<file path="src/hw/spoc_pkg.sv">
// Shared constants for the aux reference output and phase configuration
// ============================================================
// Register map
// ============================================================
package spoc_pkg;
   localparam logic [7:0] ADDR_BANK_A = 8'h00;
   localparam logic [7:0] ADDR_BANK_B = 8'h04;
   localparam logic [7:0] ADDR_AUX_CFG = 8'h08;
   localparam logic [7:0] ADDR_SR_CFG = 8'h0C;
   localparam logic [7:0] ADDR_CMD = 8'h10;
   localparam logic [7:0] ADDR_STATUS = 8'h14;
   // ============================================================
   // Field layout
   // ============================================================
   localparam int BANK_RATIO_LSB = 0;
   localparam int BANK_DELAY_LSB = 8;
   localparam int AUX_FIELD_W = 8;
   localparam int AUX_FSEL_BIT = 0;
   localparam int AUX_DRIVE_BIT = 1;
   localparam int AUX_SWING_LSB = 2;
   localparam int AUX_SLEEP_BIT = 4;
   localparam int AUX_FINE_LSB = 5;
   localparam int SR_STYLE_BIT = 0;
   localparam int SR_RATE_LSB = 1;
   localparam int SR_COUNT_LSB = 8;
   localparam int CMD_SYNC_BIT = 0;
   localparam int CMD_SR_REQ_BIT = 1;
   // ============================================================
   // Reset values and sizes
   // ============================================================
   localparam logic [6:0] BANK_RATIO_RST = 7'h01;
   localparam logic [5:0] BANK_DELAY_RST = 6'h00;
   localparam logic [7:0] AUX_CFG_RST = 8'h10;
   localparam logic [7:0] SR_COUNT_RST = 8'h01;
   localparam int NUM_AUX = 4;
   localparam int COARSE_STEPS = 64;
   localparam int FINE_STEPS = 4;
   localparam int SR_DIV_W = 12;
   localparam logic [1:0] SWING_OFF = 2'h0;
   localparam logic [1:0] SWING_SYSREF = 2'h1;

   typedef enum logic [0:0] {
      SR_SLEEP = 1'b0,
      SR_RUN = 1'b1
   } spoc_sr_state_type;

   // Rate code to SYSREF divide ratio; unused codes fall to the slowest
   function automatic logic [SR_DIV_W-1:0] sr_ratio(input logic [3:0] code);
      unique case (code)
         4'h0: sr_ratio = 12'h040;
         4'h1: sr_ratio = 12'h060;
         4'h2: sr_ratio = 12'h080;
         4'h3: sr_ratio = 12'h0C0;
         4'h4: sr_ratio = 12'h100;
         4'h5: sr_ratio = 12'h180;
         4'h6: sr_ratio = 12'h200;
         4'h7: sr_ratio = 12'h300;
         4'h8: sr_ratio = 12'h400;
         default: sr_ratio = 12'h800;
      endcase
   endfunction
endpackage

</file>
<file path="src/hw/spoc_divider.sv">
// Restartable integer divider producing a square level and a wrap pulse
`timescale 1ns/1ps
`default_nettype none
module spoc_divider #(
   parameter int W = 7
) (
   input wire logic clk_in,
   input wire logic reset_n_in,
   input wire logic restart_in,
   input wire logic [W-1:0] ratio_in,
   output logic level_out,
   output logic wrap_out
);
   logic [W-1:0] count_q;
   logic [W-1:0] last;
   logic [W-1:0] half;

   // Ratio 0 behaves as ratio 1
   always_comb begin
      last = (ratio_in == '0) ? '0 : ratio_in - W'(1);
      // Extra bit keeps the top ratio from wrapping to a zero half
      half = (ratio_in == '0) ? W'(1)
           : W'(({1'b0, ratio_in} + {{W{1'b0}}, 1'b1}) >> 1);
   end

   always_ff @(posedge clk_in) begin
      if (!reset_n_in || restart_in) begin
         count_q <= '0;
      end else if (count_q >= last) begin
         count_q <= '0;
      end else begin
         count_q <= count_q + W'(1);
      end
   end

   assign level_out = (count_q < half);
   assign wrap_out = (count_q >= last);
endmodule // spoc_divider
`default_nettype wire

</file>
<file path="src/hw/spoc_tap_delay.sv">
// Shift line with a selectable tap, one clock period per step
`timescale 1ns/1ps
`default_nettype none
module spoc_tap_delay #(
   parameter int DEPTH = 64,
   parameter int SW = 6
) (
   input wire logic clk_in,
   input wire logic reset_n_in,
   input wire logic d_in,
   input wire logic [SW-1:0] sel_in,
   output logic q_out
);
   logic [DEPTH-1:0] line_q;

   always_ff @(posedge clk_in) begin
      if (!reset_n_in) begin
         line_q <= '0;
      end else begin
         line_q <= {line_q[DEPTH-2:0], d_in};
      end
   end

   // Tap 0 bypasses the line entirely
   assign q_out = (sel_in == '0) ? d_in : line_q[sel_in - SW'(1)];
endmodule // spoc_tap_delay
`default_nettype wire

</file>
<file path="src/hw/spoc_top.sv">
// Aux reference output function, power and phase delay control
// How it works
// - see: per-output select, 0 clock, 1 SYSREF
// - see: clock function uses bank divider frequency
// - see: clock function uses bank coarse delay
// - see: swing 00 powers buffer down always
// - see: clock, enable 0, swing nonzero: low
// - see: enable 1 toggles; swing sets level
// - see: sleep bit powers down fine delay
// - see: counted style idle powers SYSREF down
// - see: SYSREF request with count nonzero powers outputs back up
// - see: divider sync aligns all clock outputs
// - see: coarse delay 0..63 whole VCO periods
// - see: each SYSREF output has 3-bit fine delay
// - see: upper bits periods, low bit buffer
// - see: equal fine codes give aligned edges
// - see: counted 1..255 pulses, count 0 none; style 1 free-running
`timescale 1ns/1ps
`default_nettype none
module spoc_top (
   input wire logic clk_in,
   input wire logic reset_n_in,
   input wire logic wb_cyc_in,
   input wire logic wb_stb_in,
   input wire logic wb_we_in,
   input wire logic [7:0] wb_adr_in,
   input wire logic [3:0] wb_sel_in,
   input wire logic [31:0] wb_dat_in,
   output logic [31:0] wb_dat_out,
   output logic wb_ack_out,
   output logic [1:0] device_clock_output_out,
   output logic [3:0] aux_reference_output_out,
   output logic [3:0] aux_buffer_on_out,
   output logic [7:0] aux_swing_out,
   output logic [3:0] aux_delay_powered_out,
   output logic [3:0] aux_fine_buffer_out
);
   // ============================================================
   // Register bus
   // ============================================================
   logic ack_q;
   logic [31:0] rdata_q;
   logic [6:0] ratio_q [2];
   logic [5:0] coarse_q [2];
   logic [31:0] aux_cfg_q;
   logic sr_style_q;
   logic [3:0] sr_rate_q;
   logic [7:0] sr_count_q;
   logic sync_pulse_q;
   logic sr_req_q;
   logic wr_en;
   logic [31:0] wmask;
   logic [31:0] rd_mux;
   spoc_pkg::spoc_sr_state_type sr_state_q;
   logic [7:0] sr_left_q;
   logic sr_level;
   logic sr_wrap;
   logic sr_base;
   logic sr_awake;

   assign wr_en = wb_cyc_in && wb_stb_in && wb_we_in && !ack_q;
   assign wmask = {{8{wb_sel_in[3]}}, {8{wb_sel_in[2]}},
                   {8{wb_sel_in[1]}}, {8{wb_sel_in[0]}}};

   // One wait cycle, ack stands one cycle
   always_ff @(posedge clk_in) begin
      if (!reset_n_in) begin
         ack_q <= 1'b0;
      end else begin
         ack_q <= wb_cyc_in && wb_stb_in && !ack_q;
      end
   end

   always_comb begin
      rd_mux = 32'h0000_0000;
      unique case (wb_adr_in)
         spoc_pkg::ADDR_BANK_A: begin
            rd_mux[spoc_pkg::BANK_RATIO_LSB +: 7] = ratio_q[0];
            rd_mux[spoc_pkg::BANK_DELAY_LSB +: 6] = coarse_q[0];
         end
         spoc_pkg::ADDR_BANK_B: begin
            rd_mux[spoc_pkg::BANK_RATIO_LSB +: 7] = ratio_q[1];
            rd_mux[spoc_pkg::BANK_DELAY_LSB +: 6] = coarse_q[1];
         end
         spoc_pkg::ADDR_AUX_CFG: rd_mux = aux_cfg_q;
         spoc_pkg::ADDR_SR_CFG: begin
            rd_mux[spoc_pkg::SR_STYLE_BIT] = sr_style_q;
            rd_mux[spoc_pkg::SR_RATE_LSB +: 4] = sr_rate_q;
            rd_mux[spoc_pkg::SR_COUNT_LSB +: 8] = sr_count_q;
         end
         spoc_pkg::ADDR_STATUS: begin
            rd_mux[0] = (sr_state_q == spoc_pkg::SR_RUN);
            rd_mux[1] = sr_awake;
            rd_mux[15:8] = sr_left_q;
         end
         default: rd_mux = 32'h0000_0000;
      endcase
   end

   always_ff @(posedge clk_in) begin
      if (!reset_n_in) begin
         rdata_q <= 32'h0000_0000;
      end else if (wb_cyc_in && wb_stb_in && !wb_we_in && !ack_q) begin
         rdata_q <= rd_mux;
      end
   end

   // Each field is written only when the byte lane bit that holds it is set
   always_ff @(posedge clk_in) begin
      if (!reset_n_in) begin
         ratio_q[0] <= spoc_pkg::BANK_RATIO_RST;
         ratio_q[1] <= spoc_pkg::BANK_RATIO_RST;
         coarse_q[0] <= spoc_pkg::BANK_DELAY_RST;
         coarse_q[1] <= spoc_pkg::BANK_DELAY_RST;
         aux_cfg_q <= {spoc_pkg::NUM_AUX{spoc_pkg::AUX_CFG_RST}};
         sr_style_q <= 1'b0;
         sr_rate_q <= 4'h0;
         sr_count_q <= spoc_pkg::SR_COUNT_RST;
      end else if (wr_en) begin
         unique case (wb_adr_in)
            spoc_pkg::ADDR_BANK_A: begin
               if (wb_sel_in[0]) ratio_q[0] <= wb_dat_in[6:0];
               if (wb_sel_in[1]) coarse_q[0] <= wb_dat_in[13:8];
            end
            spoc_pkg::ADDR_BANK_B: begin
               if (wb_sel_in[0]) ratio_q[1] <= wb_dat_in[6:0];
               if (wb_sel_in[1]) coarse_q[1] <= wb_dat_in[13:8];
            end
            spoc_pkg::ADDR_AUX_CFG: begin
               aux_cfg_q <= (aux_cfg_q & ~wmask) | (wb_dat_in & wmask);
            end
            spoc_pkg::ADDR_SR_CFG: begin
               if (wb_sel_in[0]) sr_style_q <= wb_dat_in[0];
               if (wb_sel_in[0]) sr_rate_q <= wb_dat_in[4:1];
               if (wb_sel_in[1]) sr_count_q <= wb_dat_in[15:8];
            end
            default: begin
            end
         endcase
      end
   end

   // Command strobes, one cycle each
   always_ff @(posedge clk_in) begin
      if (!reset_n_in) begin
         sync_pulse_q <= 1'b0;
         sr_req_q <= 1'b0;
      end else begin
         sync_pulse_q <= wr_en && wb_sel_in[0]
                         && (wb_adr_in == spoc_pkg::ADDR_CMD)
                         && wb_dat_in[spoc_pkg::CMD_SYNC_BIT];
         sr_req_q <= wr_en && wb_sel_in[0]
                     && (wb_adr_in == spoc_pkg::ADDR_CMD)
                     && wb_dat_in[spoc_pkg::CMD_SR_REQ_BIT];
      end
   end

   // ============================================================
   // Bank dividers and coarse delay
   // ============================================================
   logic [1:0] bank_div;
   logic [1:0] bank_del;

   genvar b;
   generate
      for (b = 0; b < 2; b++) begin : g_bank
         // Common restart gives all banks one incident rising edge
         spoc_divider #(.W(7)) u_div (
            .clk_in(clk_in),
            .reset_n_in(reset_n_in),
            .restart_in(sync_pulse_q),
            .ratio_in(ratio_q[b]),
            .level_out(bank_div[b]),
            .wrap_out()
         );
         spoc_tap_delay #(.DEPTH(spoc_pkg::COARSE_STEPS - 1), .SW(6)) u_del (
            .clk_in(clk_in),
            .reset_n_in(reset_n_in),
            .d_in(bank_div[b]),
            .sel_in(coarse_q[b]),
            .q_out(bank_del[b])
         );
      end
   endgenerate

   always_ff @(posedge clk_in) begin
      if (!reset_n_in) begin
         device_clock_output_out <= 2'h0;
      end else begin
         device_clock_output_out <= bank_del;
      end
   end

   // ============================================================
   // SYSREF generator
   // ============================================================
   spoc_divider #(.W(spoc_pkg::SR_DIV_W)) u_sr_div (
      .clk_in(clk_in),
      .reset_n_in(reset_n_in),
      .restart_in(sr_req_q),
      .ratio_in(spoc_pkg::sr_ratio(sr_rate_q)),
      .level_out(sr_level),
      .wrap_out(sr_wrap)
   );

   always_ff @(posedge clk_in) begin
      if (!reset_n_in) begin
         sr_state_q <= spoc_pkg::SR_SLEEP;
         sr_left_q <= 8'h00;
      end else if (sr_req_q) begin
         if (sr_style_q || sr_count_q != 8'h00) begin
            sr_state_q <= spoc_pkg::SR_RUN;
         end else begin
            sr_state_q <= spoc_pkg::SR_SLEEP;
         end
         sr_left_q <= sr_count_q;
      end else begin
         unique case (sr_state_q)
            spoc_pkg::SR_SLEEP: sr_left_q <= 8'h00;
            spoc_pkg::SR_RUN: begin
               // Counted style stops itself after the last pulse
               if (sr_wrap && !sr_style_q) begin
                  sr_left_q <= sr_left_q - 8'h01;
                  if (sr_left_q <= 8'h01) begin
                     sr_state_q <= spoc_pkg::SR_SLEEP;
                  end
               end
            end
         endcase
      end
   end

   // Continuous style never sleeps on its own
   assign sr_awake = sr_style_q
                     || (sr_state_q == spoc_pkg::SR_RUN);
   assign sr_base = (sr_state_q == spoc_pkg::SR_RUN) && sr_level;

   // ============================================================
   // Aux outputs
   // ============================================================
   logic [3:0] fsel;
   logic [3:0] drive_on;
   logic [3:0] sleep;
   logic [1:0] swing [4];
   logic [2:0] fine [4];
   logic [3:0] sr_del;
   logic [3:0] src;

   genvar i;
   generate
      for (i = 0; i < spoc_pkg::NUM_AUX; i++) begin : g_aux
         localparam int BASE = i * spoc_pkg::AUX_FIELD_W;
         assign fsel[i] = aux_cfg_q[BASE + spoc_pkg::AUX_FSEL_BIT];
         assign drive_on[i] = aux_cfg_q[BASE + spoc_pkg::AUX_DRIVE_BIT];
         assign sleep[i] = aux_cfg_q[BASE + spoc_pkg::AUX_SLEEP_BIT];
         assign swing[i] = aux_cfg_q[BASE + spoc_pkg::AUX_SWING_LSB +: 2];
         assign fine[i] = aux_cfg_q[BASE + spoc_pkg::AUX_FINE_LSB +: 3];

         // Same shared source, same tap: equal codes stay aligned
         spoc_tap_delay #(.DEPTH(spoc_pkg::FINE_STEPS - 1), .SW(2)) u_fine (
            .clk_in(clk_in),
            .reset_n_in(reset_n_in),
            .d_in(sr_base),
            .sel_in(fine[i][2:1]),
            .q_out(sr_del[i])
         );

         // Outputs 0,1 belong to bank A, 2,3 to bank B
         assign src[i] = fsel[i] ? sr_del[i]
                                 : bank_del[i / 2];

         always_ff @(posedge clk_in) begin
            if (!reset_n_in) begin
               aux_reference_output_out[i] <= 1'b0;
               aux_buffer_on_out[i] <= 1'b0;
               aux_swing_out[2*i +: 2] <= spoc_pkg::SWING_OFF;
               aux_delay_powered_out[i] <= 1'b0;
               aux_fine_buffer_out[i] <= 1'b0;
            end else begin
               // Disabled or unpowered outputs sit low
               aux_reference_output_out[i] <= drive_on[i]
                  && swing[i] != spoc_pkg::SWING_OFF
                  && (!fsel[i] || sr_awake) && src[i];
               aux_buffer_on_out[i] <= swing[i] != spoc_pkg::SWING_OFF
                  && (!fsel[i] || sr_awake);
               aux_swing_out[2*i +: 2] <= swing[i];
               aux_delay_powered_out[i] <= !sleep[i];
               // Sub-period step is a buffer outside this clock domain
               aux_fine_buffer_out[i] <= fsel[i] && fine[i][0];
            end
         end

         // ======== checks ========
         a_swing_off_down: assert property (@(posedge clk_in)
            disable iff (!reset_n_in)
            swing[i] == spoc_pkg::SWING_OFF |=> !aux_buffer_on_out[i])
            else $error("buffer on with swing off");
         a_disabled_low: assert property (@(posedge clk_in)
            disable iff (!reset_n_in)
            !drive_on[i] |=> !aux_reference_output_out[i])
            else $error("disabled output not low");
         a_clock_follows_bank: assert property (@(posedge clk_in)
            disable iff (!reset_n_in)
            (!fsel[i] && drive_on[i] && swing[i] != 2'h0)
            |=> aux_reference_output_out[i] == $past(bank_del[i / 2]))
            else $error("clock aux not following its bank");
         a_sleep_delay_off: assert property (@(posedge clk_in)
            disable iff (!reset_n_in)
            sleep[i] |=> !aux_delay_powered_out[i])
            else $error("fine delay powered while asleep");
      end
   endgenerate

   assign wb_ack_out = ack_q;
   assign wb_dat_out = rdata_q;

   // ============================================================
   // Checks
   // ============================================================
   a_ack_one_cycle: assert property (@(posedge clk_in)
      disable iff (!reset_n_in)
      wb_ack_out |=> !wb_ack_out)
      else $error("ack held longer than one cycle");
   a_ack_after_req: assert property (@(posedge clk_in)
      disable iff (!reset_n_in)
      (wb_cyc_in && wb_stb_in && !wb_ack_out) |=> wb_ack_out)
      else $error("request not answered next cycle");
   a_auto_sleep: assert property (@(posedge clk_in)
      disable iff (!reset_n_in)
      (!sr_style_q && sr_state_q == spoc_pkg::SR_SLEEP)
      |=> (aux_buffer_on_out & $past(fsel)) == 4'h0)
      else $error("counted SYSREF awake while idle");
   a_wake_on_req: assert property (@(posedge clk_in)
      disable iff (!reset_n_in)
      (sr_req_q && sr_count_q != 8'h00) |=> sr_state_q == spoc_pkg::SR_RUN)
      else $error("SYSREF request did not wake outputs");
   a_sync_restart: assert property (@(posedge clk_in)
      disable iff (!reset_n_in)
      sync_pulse_q |=> bank_div == 2'h3)
      else $error("banks not on common rising edge after sync");
   a_single_pulse: assert property (@(posedge clk_in)
      disable iff (!reset_n_in)
      (sr_state_q == spoc_pkg::SR_RUN && !sr_style_q && sr_left_q == 8'h01
       && sr_wrap && !sr_req_q) |=> sr_state_q == spoc_pkg::SR_SLEEP)
      else $error("counted SYSREF did not stop after last pulse");
   a_coarse_zero: assert property (@(posedge clk_in)
      disable iff (!reset_n_in)
      coarse_q[0] == 6'h00 |-> bank_del[0] == bank_div[0])
      else $error("coarse setting 0 inserted delay");
endmodule // spoc_top
`default_nettype wire

</file>
<file path="config.mk">
export PLATFORM = sky130hd
export DESIGN_NAME = spoc_top
export DESIGN_NICKNAME = d
export VERILOG_FILES = /design/src/hw/spoc_pkg.sv /design/src/hw/spoc_divider.sv /design/src/hw/spoc_tap_delay.sv /design/src/hw/spoc_top.sv
export SDC_FILE = /design/constraint.sdc
export NUM_CORES = 1
export LEC_CHECK = 0
export ABC_AREA = 1
export BUFFER_PORTS_ARGS = -buffer_cell sky130_fd_sc_hd__buf_2
export CAP_MARGIN = 10
export CORE_ASPECT_RATIO = 1.5
export CORE_MARGIN = 3
export CORE_UTILIZATION = 55
export DETAILED_ROUTE_END_ITERATION = 16
export PLACE_DENSITY = 0.81
export SLEW_MARGIN = 30
export SYNTH_ARGS = -nofsm -noshare
export SYNTH_HDL_FRONTEND = slang
export SYNTH_HIERARCHICAL = 1
export SYNTH_SLANG_ARGS = --single-unit
</file>
<file path="constraint.sdc">
create_clock -name clk_in -period 2.65 [get_ports clk_in]
set_clock_uncertainty 0.15 [all_clocks]
set_input_delay 0.53 -clock clk_in [delete_from_list [all_inputs] [get_ports clk_in]]
set_output_delay 0.53 -clock clk_in [all_outputs]
set_load 0.05 [all_outputs]
</file>
==> impl_metrics.csv, run 1 <==
group,metric,value,unit
timing,maxSlewViolCount,0,
layout,drive_above_1_share,0.175,
power_and_ir_drop,switching_share,0.235,
power_and_ir_drop,vdd_ir_drop_max,0.528,mV
floorplanning,die_area,29800,um2
floorplanning,die_w,142,um
worst_setup_path,critPathRequiredTime,2960,ps
floorplanning,die_h,210,um
layout,seq_area,6520,um2
power_and_ir_drop,combPwrFrac,0.075,
status,violations,"setup timing",
timing,setup_tns,-374,ps
layout,multi_input_area,7180,um2
timing,finalCriticalPeriod,2700,ps
worst_setup_path,cp.arrival,3010,ps
layout,n_antenna_cell,0,
power_and_ir_drop,p_seq_frac,0.459,
power_and_ir_drop,switchingPower,2.48,mW
timing,hold_ws,22.7,ps
detailed_routing,dr.pass1.iters,5,
placement,gp_congestion,0.990,
power_and_ir_drop,power,10.6,mW
detailed_routing,avgViaCountPerCell,5.24,
worst_setup_path,crit_type,"register to register",
layout,fillers,2117,
detailed_routing,vias,13900,
placement,io_buffers,107,
layout,syn_to_final_growth,18.9,%
detailed_routing,drtAntennaViolNets,0,
timing,rsz0062_at_grt,"yes",
cts,insertion_delay,580,ps
logic_synthesis,ys_warn_count,6,
logic_synthesis,syn_inst,2102,
timing,fmax,370,MHz
cts,cts_buffer_depth,3,
logic_synthesis,avgSynthCellArea,7.25,um2
cts,h-tree-depth,1,
floorplanning,io_pins,108,
placement,dpl.hpwl,28300,um
floorplanning,core-area,27300,um2
timing,tightest_slew,625,ps
timing,fin_ws,-51.9,ps
cts,clock-sinks,312,
cts,numCtsBuffers,30,
min_path,hold_class,"input port to register",
worst_setup_path,endpoint_kind,"register",
logic_synthesis,syn-cell-area,15200,um2
grt,grt-ovfl-total,0,
grt,grt_pass1_vias,13600,
detailed_routing,drt_iter0_markers,1038,
timing,slew_headroom,0.582,
grt,antenna_found_initial,0,
cts,ctsRootBufferMaster,"clkbuf_16",
worst_setup_path,critical_path.startpoint_type,"register",
timing,setup_viol,18,
job,cap_violations,0,
power_and_ir_drop,p_int,8.08,mW
grt,grt_start_max_net_pins,47,
layout,final_area,18100,um2
timing,fin_crit_sh,1.02,
cts,cts_tree,"done",
timing,hold_viol,0,
layout,fin_util,0.663,
grt,grt_pass1_wl,64400,um
cts,clk_pin_slew_worst_paths,70,ps
power_and_ir_drop,cellPowerDensity,583,nW/um2
worst_setup_path,crit_fanout,5,
layout,nets,2406,
power_and_ir_drop,p_leak,9.25,nW
detailed_routing,post_drt_wl_per_cell,15.1,um
status,status,"finished with violations",
power_and_ir_drop,clock_power_share,0.466,
grt,gr-usage-all-layers,0.260,
detailed_routing,drc,0,
detailed_routing,wl,40000,um
floorplanning,rows,74,
floorplanning,initial_utilization,0.558,
placement,place_area,16400,um2
stage by stage:
step	std cells	setup slack, ps
floorplan	2121	66.4
global placement	2568	-136
detailed placement	2568	-219
CTS	2639	1.68
global route	2652	-181
finish	2652	-51.9
cell type report:
type                       instances  share of cell area
clock buffer                      37              0.0457
clock inverter                    19              0.0182
inverter                         402              0.0845
multi-input combinational       1340               0.396
sequential                       312               0.360
tap                              342              0.0236
timing repair buffer             199              0.0717
timing repair inverter             1            0.000345
cells in the final DEF (no fill, tap or decap), types with 17 or more instances in the layout:
master       n
a21oi_1     97
buf_2      106
buf_4       81
clkbuf_16   30
conb_1      20
dfxtp_1    282
edfxtp_1    26
ha_1        66
inv_1      376
inv_2       21
nand2_1    532
nand2_2     21
nand3_1    193
nand4_1     17
nor2_1     130
nor2_2      19
nor2_4      17
o21ai_0     65
xor2_1      28
critical path: stages (launching register included):
cell	delay, ps
dfxtp_2	330
inv_1	60
nand2_2	120
nor2_4	60
nand2_4	80
buf_4	150
o21ai_0	80
a21o_1	190
ha_4	270
nand2_1	60
inv_2	70
o21ai_2	60
a21oi_2	180
nor2_4	60
nand2_4	90
nand2_4	70
nand2_4	100
clkinv_4	80
buf_4	140
a21oi_2	110
a21oi_1	90
power by group through the flow:
stage               Sequential [mW]  Combinational (mW)  Clock (mW)
CTS                            4.85               0.740        4.97
finish                         4.85               0.793        4.92
floorplan                      4.97               0.474           0
global placement               4.96               0.702           0
global route                   4.85               0.877        5.16
detailed placement             4.96               0.722           0
worst paths after layout:
check                           slack [ps]                        from                          to  cells past startpoint
worst min-delay path                    20               wb_dat_in[20]                    register                      3
worst max-delay path                   -50                    register                sr_left_q[7]                     20
worst min register to register         270  g_bank[0].u_del/line_q[14]  g_bank[0].u_del/line_q[15]                      2
worst max register to register         -50                    register                sr_left_q[7]                     20
routing by layer:
| layer | up-vias | wire [um] | global-route usage |
|---|---|---|---|
| li1 | 6866 | - | - |
| met1 | 6436 | 15400 | 0.288 |
| met2 | 451 | 20700 | 0.483 |
| met3 | 139 | 1850 | 0.0319 |
| met4 | 0 | 2010 | 0.126 |
| met5 | - | 0 | 0 |
timing repair:
action                     4_1_cts  5_1_grt
resized for setup               37       70
setup buffers                   13       12
hold endpoints to repair         1        0
pin swaps                       16       33
cloned                           1        1
setup endpoints to repair       12       34
hold buffers                     1        0
Power figures use the tool's default switching activity.
==> run 2: changes to the inputs <==
--- a/config.mk
+++ b/config.mk
@@ -14,2 +14,3 @@
 export DETAILED_ROUTE_END_ITERATION = 16
+export GPL_TIMING_DRIVEN = 0
 export PLACE_DENSITY = 0.81
==> constraint.sdc (replaced) <==
create_clock -name clk_in -period 2.65 [get_ports clk_in]
set_clock_uncertainty 0.15 [all_clocks]
set_input_delay 0.1325 -clock clk_in [delete_from_list [all_inputs] [get_ports clk_in]]
set_output_delay 0.1325 -clock clk_in [all_outputs]
set_load 0.05 [all_outputs]
==> impl_metrics.csv, run 2 (synthesis results as in run 1) <==
group,metric,value,unit
floorplanning,core-area,27300,um2
timing,setup_tns,-2290,ps
layout,final_common_cell,"nand2_1",
power_and_ir_drop,cellPowerDensity,530,nW/um2
cts,cts_buffer_depth,3,
placement,dpl.hpwl,29800,um
grt,grt_start_max_net_pins,17,
worst_setup_path,path_common_cell,"a21oi_2",
worst_setup_path,crit_type,"register to register",
timing,hold_viol,0,
detailed_routing,wl,45900,um
worst_setup_path,crit_slowest_cell,"dfxtp_2",
layout,nets,2511,
power_and_ir_drop,p_leak,9.51,nW
worst_setup_path,rrSetupSlack,-290,ps
detailed_routing,drc,0,
grt,grt_pass1_wl,70100,um
worst_setup_path,endpoint_kind,"register",
layout,drive_above_1_share,0.179,
grt,grt-ovfl-total,0,
grt,grt_pass1_vias,14500,
detailed_routing,post_drt_wl_per_cell,16.7,um
detailed_routing,avgViaCountPerCell,5.44,
cts,ctsRootBufferMaster,"clkbuf_16",
timing,maxSlewViolCount,0,
layout,fillers,2005,
layout,n_antenna_cell,0,
timing,setup_viol,19,
detailed_routing,drtAntennaViolNets,0,
placement,io_buffers,107,
timing,slew_headroom,0.403,
worst_setup_path,r2r-end,"aux_reference_output_out[3]",
worst_setup_path,critPathRequiredTime,2940,ps
cts,clk_pin_slew_worst_paths,70,ps
detailed_routing,drt_iter0_markers,1195,
job,cap_violations,0,
layout,most-common-layout-cells,"nand2_1, inv_1, dfxtp_1",
cts,h-tree-depth,1,
layout,syn_to_final_growth,24.4,%
floorplanning,die_w,142,um
floorplanning,initial_utilization,0.558,
cts,clock-sinks,312,
min_path,holdPathStages,5,
timing,hold_ws,41.0,ps
timing,rsz0062_at_grt,"yes",
floorplanning,die_h,210,um
grt,antenna_found_initial,0,
timing,fin_ws,-294,ps
worst_setup_path,critical_path.startpoint_type,"register",
layout,fin_util,0.694,
worst_setup_path,cp.arrival,3240,ps
min_path,hold_class,"input port to register",
floorplanning,io_pins,108,
worst_setup_path,crit_fanout,3,
placement,post-place-ws,-940,ps
power_and_ir_drop,power,10.0,mW
floorplanning,rows,74,
placement,gp_congestion,0.986,
timing,tightest_slew,886,ps
detailed_routing,vias,15000,
power_and_ir_drop,vdd_ir_drop_max,0.517,mV
cts,insertion_delay,560,ps
status,violations,"setup timing",
detailed_routing,dr.pass1.iters,8,
worst_setup_path,max_stage_delay,340,ps
worst_setup_path,crit_end,"aux_reference_output_out[3]",
timing,fmax,340,MHz
floorplanning,die_area,29800,um2
cts,cts_tree,"done",
worst_setup_path,path_cells,"inv_2, buf_4, xor2_1, ha_1, a21oi_1, o21a_1, o221ai_2, a21oi_2, nand2_1, clkinvlp_4, nor2_2, a21oi_2, nand2_2, a2111oi_4",
status,status,"finished with violations",
grt,gr-usage-all-layers,0.288,
timing,finalCriticalPeriod,2940,ps
cts,numCtsBuffers,29,
worst_setup_path,worstRegToRegCells,14,
timing,fin_crit_sh,1.11,
-- run 2: cell types whose count changed in the layout (fill, tap and decap cells not counted), sizes merged --
cell	change
clkinvlp	+2
bufinv	-6
dlygate4sd3	+75
dlymetal6s4s	+1
clkbuf	+26
buf	+6
inv	-3
clkinv	+1
-- run 2: critical path: cells and delay by family (launching register included) --
family,cells,cell delay (ps)
flip-flops,1,340
buffers and inverters,3,370
AO/OA/AOI/OAI,6,1190
AND/OR/NAND/NOR,3,300
adder cells (fa/ha/maj),1,310
XOR/XNOR,1,160
-- run 2: power by group --
part           internal [mW]  switching [mW]  total (mW)
logic                  0.313           0.560       0.873
clock network           2.47            1.85        4.32
registers               4.79          0.0577        4.85
-- run 2: worst min path at each step --
stage,startpoint,to
2_1_floorplan,reset_n_in,g_aux[0].u_fine/line_q[1]
3_3_place_gp,wb_dat_in[20],register
3_5_place_dp,wb_dat_in[20],register
4_1_cts,wb_adr_in[6],sr_style_q
5_1_grt,reset_n_in,u_sr_div/count_q[11]
6_report,reset_n_in,u_sr_div/count_q[8]
-- run 2: metal layers --
layer,global-route usage,vias to the layer above,part of all wire
met3,0.0440,275,0.070
met1,0.300,6818,0.35
met2,0.526,816,0.51
met4,0.191,0,0.074
met5,0,-,0
li1,-,7076,-
-- run 2: area by class of cell --
type	count	area, um2	area share
inverter	402	1560	0.0823
sequential	312	6520	0.344
clock buffer	39	856	0.0451
timing repair buffer	240	1750	0.0925
buffer	65	413	0.0218
clock inverter	13	134	0.00706
tap	342	428	0.0226
multi-input combinational	1340	7280	0.384
timing repair inverter	1	8.76	0.000462
-- run 2: repair_timing --
item | in CTS | in global routing
gates resized for setup | 65 | 98
endpoints found under the setup margin | 28 | 49
endpoints found under the hold margin | 91 | 0
setup buffers | 25 | 31
pin swaps | 27 | 42
hold buffers | 78 | 0
gates cloned | 1 | 1
-- run 2: metrics by stage --
step / cell area, um2 / cells
2_1_floorplan: 15300 / 2121
3_3_place_gp: 16300 / 2570
3_5_place_dp: 16300 / 2570
4_1_cts: 18400 / 2724
5_1_grt: 19000 / 2754
6_report: 19000 / 2754
==> run 3: changes to the inputs <==
- CAP_MARGIN: 10 -> unset
- SETUP_SLACK_MARGIN: unset -> 0.4
==> impl_metrics.csv, run 3 (synthesis results as in run 1) <==
group,metric,value,unit
status,status,"finished with violations",
status,violations,"setup timing",
timing,hold_ws,37.9,ps
timing,hold_viol,0,
cts,clock-sinks,312,
worst_setup_path,critPathRequiredTime,2970,ps
cts,clk_pin_slew_worst_paths,70,ps
power_and_ir_drop,switchingPower,2.67,mW
layout,n_antenna_cell,0,
detailed_routing,post_drt_wl_per_cell,18.9,um
cts,insertion_delay,590,ps
timing,finalCriticalPeriod,2920,ps
grt,grt_pass1_wl,74400,um
worst_setup_path,critical_path_buf_inv_count,0,
placement,io_buffers,107,
detailed_routing,drtAntennaViolNets,0,
detailed_routing,avgViaCountPerCell,5.72,
grt,grt_pass1_vias,15300,
detailed_routing,vias,15900,
detailed_routing,dr.pass1.iters,8,
layout,multi_input_area,7820,um2
detailed_routing,wl,52500,um
timing,fmax,343,MHz
worst_setup_path,crit_type,"register to register",
floorplanning,initial_utilization,0.558,
detailed_routing,drt_iter0_markers,1739,
layout,fillers,1762,
power_and_ir_drop,switching_share,0.258,
cts,cts_buffer_depth,3,
power_and_ir_drop,p_seq_frac,0.470,
power_and_ir_drop,p_leak,9.79,nW
min_path,hold_class,"input port to register",
timing,maxSlewViolCount,0,
worst_setup_path,critical_path.startpoint_type,"register",
timing,setup_viol,13,
power_and_ir_drop,cellPowerDensity,520,nW/um2
cts,h-tree-depth,1,
worst_setup_path,endpoint_kind,"register",
layout,syn_to_final_growth,30.2,%
layout,drive_above_1_share,0.218,
job,cap_violations,0,
floorplanning,die_area,29800,um2
floorplanning,rows,74,
worst_setup_path,cp.arrival,3240,ps
timing,fin_crit_sh,1.10,
floorplanning,die_h,210,um
worst_setup_path,path_common_cell,"nand2_4",
worst_setup_path,critPathTopFamily,"simple AND/OR/NAND/NOR gates",
power_and_ir_drop,combPwrFrac,0.105,
timing,rsz0062_at_grt,"yes",
layout,seq_area,6520,um2
grt,antenna_found_initial,1,
layout,most-common-layout-cells,"nand2_1, inv_1, dfxtp_1",
detailed_routing,drc,0,
layout,final_common_cell,"nand2_1",
floorplanning,io_pins,108,
grt,grt_start_max_net_pins,16,
layout,nets,2534,
placement,post-place-ws,-356,ps
placement,dpl.hpwl,29600,um
power_and_ir_drop,clock_power_share,0.424,
cts,ctsRootBufferMaster,"clkbuf_16",
timing,tightest_slew,1010,ps
power_and_ir_drop,p_int,7.66,mW
worst_setup_path,path_cells,"nand3_1, nor2_1, nand2_1, xor2_1, ha_1, a21oi_2, o21ai_2, a21oi_4, nand2_2, nand2_4, nand2_4, a2111oi_4",
worst_setup_path,crit_fanout,4,
worst_setup_path,max_stage_delay,470,ps
placement,gp_congestion,0.919,
floorplanning,die_w,142,um
timing,fin_ws,-270,ps
worst_setup_path,crit_slowest_cell,"edfxtp_1",
power_and_ir_drop,vdd_ir_drop_max,0.596,mV
grt,gr-usage-all-layers,0.306,
floorplanning,core-area,27300,um2
cts,numCtsBuffers,30,
cts,cts_tree,"done",
timing,slew_headroom,0.329,
grt,grt-ovfl-total,0,
[run 3: cell types whose count changed in the layout (fill, tap and decap cells not counted), moves of 9 or more]
cell,previous run,this run
buf_4,58,74
nor2_1,126,106
dlygate4sd3_1,76,67
ha_1,66,52
ha_4,3,18
nor2_4,16,33
nand2_1,530,519
nand3_1,193,178
[run 3: stage by stage]
| stage | utilization | cells | area (um2) | TNS, ps | total power [mW] |
|---|---|---|---|---|---|
| 6_report | 0.727 | 2780 | 19800 | -1590 | 10.3 |
| 2_1_floorplan | - | 2121 | 15400 | 0 | 5.46 |
| 5_1_grt | 0.727 | 2780 | 19800 | -4180 | 10.6 |
| 3_5_place_dp | 0.599 | 2570 | 16400 | -4860 | 5.70 |
| 3_3_place_gp | 0.599 | 2570 | 16400 | -2790 | 5.68 |
| 4_1_cts | 0.698 | 2748 | 19100 | -11.7 | 10.1 |
[run 3: worst paths after layout]
check	from	slack (ps)	endpoint	cells after the start
max reg2reg	ratio_q[0][9]	-270	aux_reference_output_out[3]	12
min	wb_we_in	40	register	6
min reg2reg	g_bank[0].u_del/line_q[27]	260	g_bank[0].u_del/line_q[28]	2
max	ratio_q[0][9]	-270	aux_reference_output_out[3]	12
[run 3: layer usage]
layer	global-route usage	routed length, um
met5	0	13
met4	0.214	5000
met3	0.0625	5060
met2	0.534	24800
met1	0.327	17700
[run 3: layout make-up]
class	instances	area share
Multi-Input combinational cell	1340	0.394
Clock buffer	45	0.0453
Tap cell	342	0.0216
Buffer	67	0.0243
Timing Repair inverter	1	0.000441
Timing Repair Buffer	260	0.102
Sequential cell	312	0.329
Clock inverter	11	0.00460
Inverter	402	0.0794
[run 3: worst register-to-register path, stage by stage (launching register included)]
cell and delay, ps:
edfxtp_1 470, nand3_1 160, nor2_1 210, nand2_1 140, xor2_1 260, ha_1 320, a21oi_2 160, o21ai_2 100
a21oi_4 180, nand2_2 90, nand2_4 150, nand2_4 70, a2111oi_4 320
[run 3: timing repair]
item / 4_1_cts / 5_1_grt
pin swaps: 54 / 58
resized for setup: 147 / 144
hold buffers: 70 / 2
cloned: 4 / 0
endpoints found under the setup margin: 43 / 88
hold endpoints to repair: 94 / 1
setup buffers: 48 / 31
[run 3: power groups by stage]
stage,clock [mW],combinational [mW],sequential (mW)
floorplan,0,0.483,4.97
global placement,0,0.720,4.96
detailed placement,0,0.740,4.96
CTS,4.36,0.920,4.85
global route,4.56,1.15,4.86
finish,4.38,1.09,4.86
